<file path="config.mk">
export PLATFORM = sky130hd
export DESIGN_NAME = dkirq_top
export DESIGN_NICKNAME = d
export VERILOG_FILES = /design/src/hw/dkirq_pkg.sv /design/src/hw/dkirq_evt_if.sv /design/src/hw/dkirq_qual.sv /design/src/hw/dkirq_top.sv
export SDC_FILE = /design/constraint.sdc
export NUM_CORES = 1
export LEC_CHECK = 0
export ABC_AREA = 1
export ABC_CLOCK_PERIOD_IN_PS = 1100
export BUFFER_PORTS_ARGS = -buffer_cell sky130_fd_sc_hd__buf_4
export CAP_MARGIN = 25
export CORE_MARGIN = 2
export CORE_UTILIZATION = 45
export DETAILED_ROUTE_END_ITERATION = 10
export GPL_TIMING_DRIVEN = 0
export PLACE_DENSITY = 0.74
export SLEW_MARGIN = 15
export SYNTH_ARGS = -nofsm -noshare
export SYNTH_HDL_FRONTEND = slang
export SYNTH_SLANG_ARGS = --single-unit
export TNS_END_PERCENT = 5
</file>
<file path="constraint.sdc">
create_clock -name CLK -period 1.1 [get_ports CLK]
set_clock_uncertainty 0.05 [all_clocks]
set_input_delay 0.11 -clock CLK [delete_from_list [all_inputs] [get_ports CLK]]
set_output_delay 0.11 -clock CLK [all_outputs]
set_load 0.05 [all_outputs]
</file>
<file path="src/hw/dkirq_pkg.sv">
package dkirq_pkg;

    // Disk operation that the sequencer is running
    typedef enum logic [1:0] {
        DKIRQ_OP_NONE,
        DKIRQ_OP_READ,
        DKIRQ_OP_WRITE,
        DKIRQ_OP_CHECK
    } dkirq_op_e;

    // Header operation of the current sector
    typedef enum logic [1:0] {
        DKIRQ_HDR_COMPARE,
        DKIRQ_HDR_READ,
        DKIRQ_HDR_IGNORE,
        DKIRQ_HDR_WRITE
    } dkirq_hdr_e;

    // Who moves the data on a disk read
    typedef enum logic [1:0] {
        DKIRQ_DMA_LOCAL,
        DKIRQ_DMA_DUAL,
        DKIRQ_DMA_EXTERNAL
    } dkirq_dma_e;

    // Error register bits other than the correction-failed bit
    localparam int DKIRQ_ERR_W = 7;
    localparam logic [DKIRQ_ERR_W-1:0] DKIRQ_ERR_RST = 7'h00;

    // Status flag vector layout
    localparam int DKIRQ_FLAG_W = 5;
    localparam int DKIRQ_F_NEXT_CMD = 0;
    localparam int DKIRQ_F_HDR_DONE = 1;
    localparam int DKIRQ_F_OP_DONE = 2;
    localparam int DKIRQ_F_ERROR = 3;
    localparam int DKIRQ_F_CORR_DONE = 4;
    localparam logic [DKIRQ_FLAG_W-1:0] DKIRQ_FLAGS_RST = 5'h00;

    // Reset values of the read-strobe synchroniser and the pin
    localparam logic [1:0] DKIRQ_RD_SYNC_RST = 2'h3;
    localparam logic DKIRQ_INT_N_RST = 1'h1;

endpackage

</file>
<file path="src/hw/dkirq_evt_if.sv">
`timescale 1ns/1ps
interface dkirq_evt_if;
    import dkirq_pkg::*;

    dkirq_op_e op_kind;
    dkirq_hdr_e hdr_kind;
    dkirq_dma_e dma_mode;
    logic tracking;
    logic remote_en;
    logic last_sector;
    logic data_post_last_out;
    logic data_post_first_in;
    logic local_last_wr;
    logic remote_last_rd;
    logic id_post_first_read;
    logic id_post_first_written;
    logic op_done;
    logic hdr_done;

    modport qual (
        input op_kind,
        input hdr_kind,
        input dma_mode,
        input tracking,
        input remote_en,
        input last_sector,
        input data_post_last_out,
        input data_post_first_in,
        input local_last_wr,
        input remote_last_rd,
        input id_post_first_read,
        input id_post_first_written,
        output op_done,
        output hdr_done
    );

    modport top (
        output op_kind,
        output hdr_kind,
        output dma_mode,
        output tracking,
        output remote_en,
        output last_sector,
        output data_post_last_out,
        output data_post_first_in,
        output local_last_wr,
        output remote_last_rd,
        output id_post_first_read,
        output id_post_first_written,
        input op_done,
        input hdr_done
    );
endinterface

</file>
<file path="src/hw/dkirq_qual.sv">
`timescale 1ns/1ps
module dkirq_qual (
    dkirq_evt_if.qual evt
);
    import dkirq_pkg::*;

    logic use_remote;
    logic remote_any_op;
    logic read_evt;
    logic kind_evt;
    logic hdr_evt;

    // Tracking, dual-channel or external DMA end on the last read strobe, non-tracking local-only on the last write
    assign use_remote = evt.tracking ||
                        (evt.dma_mode != DKIRQ_DMA_LOCAL);
    assign read_evt = use_remote ? evt.remote_last_rd : evt.local_last_wr;

    // Non-tracking with remote channel: remote completion overrides the disk side
    assign remote_any_op = !evt.tracking && evt.remote_en;

    assign kind_evt = (evt.op_kind == DKIRQ_OP_WRITE) ? evt.data_post_last_out :
                      (evt.op_kind == DKIRQ_OP_CHECK) ? evt.data_post_first_in :
                      (evt.op_kind == DKIRQ_OP_READ) ? read_evt : 1'b0;

    // Intermediate sectors never complete the operation
    assign evt.op_done = evt.last_sector &&
                         (remote_any_op ? evt.remote_last_rd : kind_evt);

    // Header completion fires every sector, at the first ID postamble byte
    assign hdr_evt = (evt.hdr_kind == DKIRQ_HDR_WRITE) ? evt.id_post_first_written :
                     evt.id_post_first_read;
    assign evt.hdr_done = hdr_evt;
endmodule

</file>
<file path="src/hw/dkirq_top.sv">
`timescale 1ns/1ps
// Functional notes
// - Interrupt driven only while global enable set
// - Four sources: op, header, error, correction
// - Legal disk operation end raises operation complete
// - Tracking read completes on remote transfer end
// - Non-tracking local-only read completes on local transfer end
// - Non-tracking remote channel: complete on remote end
// - Multi-sector: only last sector completes operation
// - Write completes on last postamble byte out
// - Check data completes on first postamble byte
// - Local-only read completes on last write strobe
// - Dual-channel completes on last read strobe
// - External DMA completes on last read strobe
// - Header interrupt only with its enable set
// - Header interrupt once per sector header
// - Next-command flag set with header interrupt
// - Compare/read/ignore header: first ID postamble read
// - Write header: first ID postamble byte written
// - New error bit sets error flag, interrupts
// - Every correction cycle end raises an interrupt
// - Uncorrectable sets correction-failed only, no extra
// - Status read forces interrupt output high
// - Event during status read asserts after read
// - Soft reset or reset pin deasserts interrupt
// - Drive run bit clear keeps interrupt pending
module dkirq_top (
    input wire logic CLK,
    input wire logic RST_N,
    input wire logic CE,
    input wire logic IRQ_GLOBAL_ENABLE_BIT,
    input wire logic HEADER_DONE_IRQ_ENABLE_BIT,
    input wire logic SOFT_RESET_BIT,
    input wire dkirq_pkg::dkirq_op_e OP_KIND,
    input wire dkirq_pkg::dkirq_hdr_e HDR_KIND,
    input wire dkirq_pkg::dkirq_dma_e DMA_MODE,
    input wire logic TRACKING_MODE,
    input wire logic REMOTE_DMA_ENABLE,
    input wire logic LAST_SECTOR,
    input wire logic DATA_POST_LAST_OUT,
    input wire logic DATA_POST_FIRST_IN,
    input wire logic LOCAL_LAST_WR_STROBE,
    input wire logic REMOTE_LAST_RD_STROBE,
    input wire logic ID_POST_FIRST_READ,
    input wire logic ID_POST_FIRST_WRITTEN,
    input wire logic [dkirq_pkg::DKIRQ_ERR_W-1:0] ERROR_BITS,
    input wire logic CORR_CYCLE_END,
    input wire logic CORR_UNCORRECTABLE,
    input wire logic STATUS_READ_N,
    output logic INT_N,
    output logic NEXT_COMMAND_FLAG,
    output logic HEADER_DONE_FLAG,
    output logic OP_DONE_FLAG,
    output logic ERROR_SEEN_FLAG,
    output logic CORR_DONE_FLAG,
    output logic CORRECTION_FAILED_FLAG
);
    import dkirq_pkg::*;

    dkirq_evt_if evt ();

    logic [1:0] rd_sync;
    logic rd_act;
    logic rd_act_d;
    logic rd_start;
    logic rd_end;
    logic [DKIRQ_ERR_W-1:0] err_prev;
    logic err_new;
    logic hdr_irq;
    logic [DKIRQ_FLAG_W-1:0] set_flags;
    logic any_evt;
    logic [DKIRQ_FLAG_W-1:0] flags;
    logic [DKIRQ_FLAG_W-1:0] snap;
    logic pend;
    logic cf;
    logic int_n;
    logic next_pend;
    logic [DKIRQ_FLAG_W-1:0] next_flags;
    logic [DKIRQ_FLAG_W-1:0] next_snap;
    logic next_cf;
    logic next_int_n;

    assign evt.op_kind = OP_KIND;
    assign evt.hdr_kind = HDR_KIND;
    assign evt.dma_mode = DMA_MODE;
    assign evt.tracking = TRACKING_MODE;
    assign evt.remote_en = REMOTE_DMA_ENABLE;
    assign evt.last_sector = LAST_SECTOR;
    assign evt.data_post_last_out = DATA_POST_LAST_OUT;
    assign evt.data_post_first_in = DATA_POST_FIRST_IN;
    assign evt.local_last_wr = LOCAL_LAST_WR_STROBE;
    assign evt.remote_last_rd = REMOTE_LAST_RD_STROBE;
    assign evt.id_post_first_read = ID_POST_FIRST_READ;
    assign evt.id_post_first_written = ID_POST_FIRST_WRITTEN;

    dkirq_qual u_qual (
        .evt(evt.qual)
    );

    // Status read strobe passes through a two-flop synchroniser before use
    assign rd_act = !rd_sync[1];
    assign rd_start = rd_act && !rd_act_d;
    assign rd_end = !rd_act && rd_act_d;

    // Only a bit that newly rises interrupts; a standing error does not repeat
    assign err_new = |(ERROR_BITS & ~err_prev);
    assign hdr_irq = evt.hdr_done && HEADER_DONE_IRQ_ENABLE_BIT;

    // Uncorrectable adds nothing here: the cycle end is the single interrupt
    always_comb begin
        set_flags = DKIRQ_FLAGS_RST;
        set_flags[DKIRQ_F_NEXT_CMD] = evt.op_done || hdr_irq;
        set_flags[DKIRQ_F_HDR_DONE] = hdr_irq;
        set_flags[DKIRQ_F_OP_DONE] = evt.op_done;
        set_flags[DKIRQ_F_ERROR] = err_new;
        set_flags[DKIRQ_F_CORR_DONE] = CORR_CYCLE_END;
    end
    assign any_evt = |set_flags;

    // Pending is dropped when a read begins; events inside the read set it again
    assign next_pend = SOFT_RESET_BIT ? 1'b0 :
                       any_evt ? 1'b1 :
                       rd_start ? 1'b0 : pend;

    // Flags seen by the read are cleared at its end; later events survive
    assign next_snap = rd_start ? flags : (snap & ~set_flags);
    assign next_flags = SOFT_RESET_BIT ? DKIRQ_FLAGS_RST :
                        ((rd_end ? (flags & ~snap) : flags) | set_flags);
    assign next_cf = SOFT_RESET_BIT ? 1'b0 :
                     CORR_CYCLE_END ? CORR_UNCORRECTABLE : cf;

    // The run bit is not an input here, so it can never clear a pending interrupt
    assign next_int_n = SOFT_RESET_BIT ? DKIRQ_INT_N_RST :
                        !(IRQ_GLOBAL_ENABLE_BIT && next_pend && !rd_act);

    always_ff @(posedge CLK or negedge RST_N) begin
        if (!RST_N) begin
            rd_sync <= DKIRQ_RD_SYNC_RST;
            rd_act_d <= 1'b0;
        end else if (CE) begin
            rd_sync <= {rd_sync[0], STATUS_READ_N};
            rd_act_d <= rd_act;
        end
    end

    always_ff @(posedge CLK or negedge RST_N) begin
        if (!RST_N) begin
            err_prev <= DKIRQ_ERR_RST;
            flags <= DKIRQ_FLAGS_RST;
            snap <= DKIRQ_FLAGS_RST;
            pend <= 1'b0;
            cf <= 1'b0;
        end else if (CE) begin
            err_prev <= ERROR_BITS;
            flags <= next_flags;
            snap <= next_snap;
            pend <= next_pend;
            cf <= next_cf;
        end
    end

    // Registered pin keeps decode glitches away from the processor
    always_ff @(posedge CLK or negedge RST_N) begin
        if (!RST_N) begin
            int_n <= DKIRQ_INT_N_RST;
        end else if (CE) begin
            int_n <= next_int_n;
        end
    end

    assign INT_N = int_n;
    assign NEXT_COMMAND_FLAG = flags[DKIRQ_F_NEXT_CMD];
    assign HEADER_DONE_FLAG = flags[DKIRQ_F_HDR_DONE];
    assign OP_DONE_FLAG = flags[DKIRQ_F_OP_DONE];
    assign ERROR_SEEN_FLAG = flags[DKIRQ_F_ERROR];
    assign CORR_DONE_FLAG = flags[DKIRQ_F_CORR_DONE];
    assign CORRECTION_FAILED_FLAG = cf;
endmodule

</file>
# After elaboration in Yosys (flattened, before gate mapping)
# Index checks and enable logic that the tools add are counted.
totals:
  reg_bits: 23
  in_bits: 31
classes:
  eq_ne: 4
  n_mux: 15
  n_bitwise: 7
  reduce_logical: 18
ops:
  columns: ["operator", "n"]
  rows:
  - ["5-bit 2-to-1 mux", 3]
  - ["1-bit 2-to-1 mux", 12]
  - ["11-bit OR reduction", 1]
  - ["5-bit bitwise AND", 2]
  - ["5-bit NOT", 2]
  - ["7-bit bitwise AND", 1]
  - ["1-bit logical AND", 7]
  - ["7-bit NOT", 1]
  - ["7-bit OR reduction", 1]
  - ["2-bit == test, second input constant", 3]
  - ["5-bit OR", 1]
  - ["1-bit zero test", 4]
  - ["2-bit nonzero test", 2]
  - ["2-bit by 1-bit == test with 1-bit output, second input constant", 1]
  - ["1-bit logical OR", 2]
  - ["2-bit AND reduction", 1]

# Depth between registers and ports, before layout
logic_depth:
  ltp_word: 16
  ltp_mapped: 12
  ltp_nobuf: 12

# Hierarchy
# A second synthesis with hierarchy kept.
unflattened:
  cells_unflattened: 152
  hier_area_um2: 1171.1
by_module_without_submodules:
  columns: ["mod", "n_inst", "cells_each", "area_per_inst_um2"]
  rows:
  - ["dkirq_top", 1, 131, 1064.8]
  - ["dkirq_qual", 1, 21, 106.4]

# Worst setup path before layout
# No wires, ideal clock.
synth_timing:
  kind: "register to register"
  startpoint: "reg rd_sync[1]"
  endpoint: "reg int_n, in the netlist INT_N"
  arrival_time_ps: 1045
  path_slack_ps: -67
  path_stages_with_launch: 8
  period_less_slack_ps: 1167
  path_cell_list: "dfstp_2 > nor2_1 > o21ai_0 > nor2_1 > nand3_2 > nand3_2 > nand2_1 > inv_1"
synth_via:
  elab_chain_cells: 9
synth_lines:
  columns: ["item", "line_no", "rtl"]
  rows:
  - ["start, declared", "dkirq_top.sv:62", "logic [1:0] rd_sync;"]
  - ["start signal, assigned", "dkirq_top.sv:141", "rd_sync <= {rd_sync[0], STATUS_READ_N};"]
  - ["1-bit zero test", "dkirq_top.sv:101", "assign rd_act = !rd_sync[1];"]
  - ["1-bit logical AND", "dkirq_top.sv:102", "assign rd_start = rd_act && !rd_act_d;"]
  - ["1-bit 2-to-1 mux", "dkirq_top.sv:123", "rd_start ? 1'b0 : pend;"]
  - ["1-bit 2-to-1 mux", "dkirq_top.sv:122", "any_evt ? 1'b1 :"]
  - ["1-bit 2-to-1 mux", "dkirq_top.sv:121", "assign next_pend = SOFT_RESET_BIT ? 1'b0 :"]
  - ["1-bit logical AND", "dkirq_top.sv:134", "!(IRQ_GLOBAL_ENABLE_BIT && next_pend && !rd_act);"]
  - ["1-bit logical AND *", "dkirq_top.sv:134", null]
  - ["1-bit zero test *", "dkirq_top.sv:134", null]
  - ["1-bit 2-to-1 mux *", "dkirq_top.sv:133", "assign next_int_n = SOFT_RESET_BIT ? DKIRQ_INT_N_RST :"]
  - ["end signal, assigned", "dkirq_top.sv:167", "int_n <= next_int_n;"]
  - ["end, declared", "dkirq_top.sv:76", "logic int_n;"]
# Mark *: on every way between the ends. The rest lies on a longest branch, timed or not.
# A chain may end at the register's enable or synchronous reset.

# Final worst setup path
layout_timing:
  startpoint: "reg rd_sync[1]"
  endpoint: "reg flags[3]"
layout_via:
  elab_chain_cells: 4
layout_lines:
  columns: ["item", "line_no", "rtl"]
  rows:
  - ["1-bit logical AND", "dkirq_top.sv:103", "assign rd_end = !rd_act && rd_act_d;"]
  - ["5-bit 2-to-1 mux", "dkirq_top.sv:128", "((rd_end ? (flags & ~snap) : flags) | set_flags);"]
  - ["5-bit OR", "dkirq_top.sv:128", null]
  - ["5-bit 2-to-1 mux", "dkirq_top.sv:127", "assign next_flags = SOFT_RESET_BIT ? DKIRQ_FLAGS_RST :"]
  - ["end signal, assigned", "dkirq_top.sv:155", "flags <= next_flags;"]
  - ["end, declared", "dkirq_top.sv:72", "logic [DKIRQ_FLAG_W-1:0] flags;"]
# Every way passes these cells.

==> run metrics <==
post-DP HPWL 1.99 mm; Max Buffers Root-to-Sink 2; vias in the first global route 1263; Post-Synth Simple-Gate Area 0.256; slowest CP cell dfstp_2; DRC 0; I/O Pins 38; #FFs+latches synth 23; Post-Route WL 2.79 mm; Max Cap Viol 0; crit-path max cell delay 0.62 ns; clock buffer count from CTS 3; most frequent cells after synthesis 49 x nand2_1, 22 x inv_1, 20 x dfrtp_1; routed vias/inst 4.89; PD cells 1150 nW/um2; Synth top area share 0.409; antenna-violating nets left 0; Fmax 793 MHz; Avg WL per Cell 11.5 um; Sink Count 23; Slew headroom 0.697; Max VDD drop 1.05 mV; DIE HEIGHT 56.1 um; worst hold path type in2reg; iteration count of the initial detailed-routing pass 4; Post-synth top flop dfrtp_1; Leak Pwr 0.917 nW; post-synthesis adder-cell area fraction 0; Die ar. 3150 um2; fin. max-slew vios 0; dominant cell type by area after synthesis dfrtp_1; Final Hold Viols 0; proportion of layout cells with a drive suffix above 1 0.357; syn nets 189; Final Cycle Share 1.15; dpl ws -0.162 ns; xor/xnor share of the synthesized area 0; initial DRC count 27; clk_lat worst skew 0.31 ns; root buf cell clkbuf_4; initial antenna violation count 0; die width 56.1 um; post-synthesis sequential area ratio 0.473; n_diodes 0; Final Non-Filler Cells 243; Min Hold Slack 0.0207 ns; Critical Path Sink Type flop; Crit Path Class reg2reg; global-route wire length before repair 5.30 mm; Post-DP Area 1530 um2; Worst-path clk slew 0.12 ns; Post-Synthesis Cell Area 1220 um2; FP Rows 18; CTS tree done; synth-to-layout area growth 43.7%; Synth cell types 27; design area 1760 um2; Synth warnings 0; Final #Nets 245; startpoint types flop; Fillers 215; core outline area 2520 um2; endpoints failing setup 12; Post-synth EDFFs 0; cell count after synthesis 158; crit-path max FO 4; gr ovfl total 0; top-count cell post-synth nand2_1; Initial Util 0.485; routability congestion estimate from global placement 0.759; RSZ-0062 raised after global routing yes; pin count of the biggest net entering global routing 24; failing checks negative setup slack; largest cells by area after synthesis dfrtp_1 41%, nand2_1 15%, inv_1 6.7%; # port buffers 36; status finished with violations; Pwr Total 0.00202 W; placed cell count 224; Async SR Flop Fraction 1.00; vias post-DR 1188; complex-gate fraction of the synthesized area 0.161; H-tree depth reported by CTS 1; crit path cell chain nand2_2 -> inv_1 -> nand2_1 -> a21oi_1 -> o22ai_1; Final WS setup -0.161 ns; gr usage total 0.209; worst slew pin tran 0.454 ns; mux cell area share after synthesis 0; fin crit period 1.26 ns; CP required 1.25 ns; Arrival @ worst endpoint 1.41 ns; largest family of logic cells by synthesized area simple AND/OR/NAND/NOR gates; post-synthesis area per instance 7.74 um2
==> layer usage <==
layer / vias up / track usage / share of wire
met5: - / 0 / 0
met2: 28 / 0.375 / 0.52
met1: 553 / 0.253 / 0.43
met4: 0 / 0.0442 / 0.011
met3: 4 / 0.0488 / 0.048
li1: 603 / - / -
==> through the flow <==
step,TNS (ns),util
floorplan,-0.143,-
global placement,-0.976,0.607
detailed placement,-1.26,0.607
CTS,-1.18,0.689
global route,-2.25,0.697
finish,-1.12,0.697
==> report_power, final <==
| group | leakage (nW) | total [W] | switching (W) | internal [W] |
|---|---|---|---|---|
| logic | 0.617 | 0.000617 | 0.000343 | 0.000274 |
| registers | 0.282 | 0.00101 | 0.0000678 | 0.000945 |
| clock network | 0.0177 | 0.000390 | 0.000254 | 0.000136 |
| total | 0.917 | 0.00202 | 0.000665 | 0.00136 |
==> worst max-delay path: cells and delay by family (launching register included) <==
kind                   cells  cell delay, ns
AOI/OAI and AO/OA          2            0.23
buffers and inverters      1            0.09
DFF                        1            0.62
and+or+nand+nor            2            0.16
==> sequential cells by signal, summed over array words and instances, names as in the netlist <==
signal and flops:
rd_sync 2, CORRECTION_FAILED_FLAG 1, rd_act_d 1, INT_N 1, err_prev 7, flags 5, pend 1, snap 5
==> what timing repair did <==
item,CTS,global route
setup buffers,4,0
pin swaps,7,3
hold buffers,11,0
endpoints found under the setup margin,16,19
gates resized for setup,13,6
hold endpoints to repair,32,0
==> cells by family (layout without fill, tap and decap cells) <==
group                  after synthesis  in the layout
AND/OR/NAND/NOR                     70             70
buffers and inverters               33             88
AO/OA/AOI/OAI                       32             32
flip-flops                          23             23
==> path summary, 6_finish.rpt <==
check,start,slack [ns],depth (start not counted),to
max,rd_sync[1]$_DFFE_PN1P_,-0.16,5,flags[3]$_DFFE_PN0P_
min,ERROR_BITS[2],0.02,3,err_prev[2]$_DFFE_PN0P_
max reg2reg,rd_sync[1]$_DFFE_PN1P_,-0.16,5,flags[3]$_DFFE_PN0P_
min reg2reg,rd_sync[0]$_DFFE_PN1P_,0.43,2,rd_sync[1]$_DFFE_PN1P_
max in group asynchronous,RST_N,0.55,2,INT_N$_DFFE_PN1P_
min in group asynchronous,RST_N,0.17,2,err_prev[3]$_DFFE_PN0P_
==> cells in the final DEF, fill, tap and decap left out <==
cell           Yosys  routed
dfrtp_1           20      20
or2_1              1       1
nor3_1             1       1
clkinv_2           0       1
nor2_1             6       3
a21oi_1            4       3
inv_2              6       6
o211ai_4           1       1
inv_4              1       1
clkbuf_1           1       1
clkbuf_4           0       3
buf_6              1       7
inv_1             22      22
o22ai_1            3       2
nand2_2            2       5
a21oi_2            0       1
o22ai_2            0       1
o21ai_0           12       9
a22oi_2            1       1
nand3_1            4       4
nor2_2             2       5
nand2_1           49      46
o21ai_1            9      11
clkinv_1           1       1
nand3_2            2       2
buf_4              0      33
buf_8              0       1
buf_2              1       1
nor2_4             2       2
o21ai_2            1       2
nand3b_1           1       1
dfstp_2            3       3
dlygate4sd3_1      0      11
a32o_1             1       1
==> final cells by class <==
cell class                 instances  area [um2]  area share
buffer                             3        20.0      0.0114
clock buffer                       3        22.5      0.0128
clock inverter                     1        5.00     0.00285
inverter                          30         115      0.0655
multi-input combinational        102         538       0.306
sequential                        23         579       0.330
tap                               30        37.5      0.0214
timing repair buffer              51         440       0.251
No activity file was read; power rests on OpenSTA's default activity.
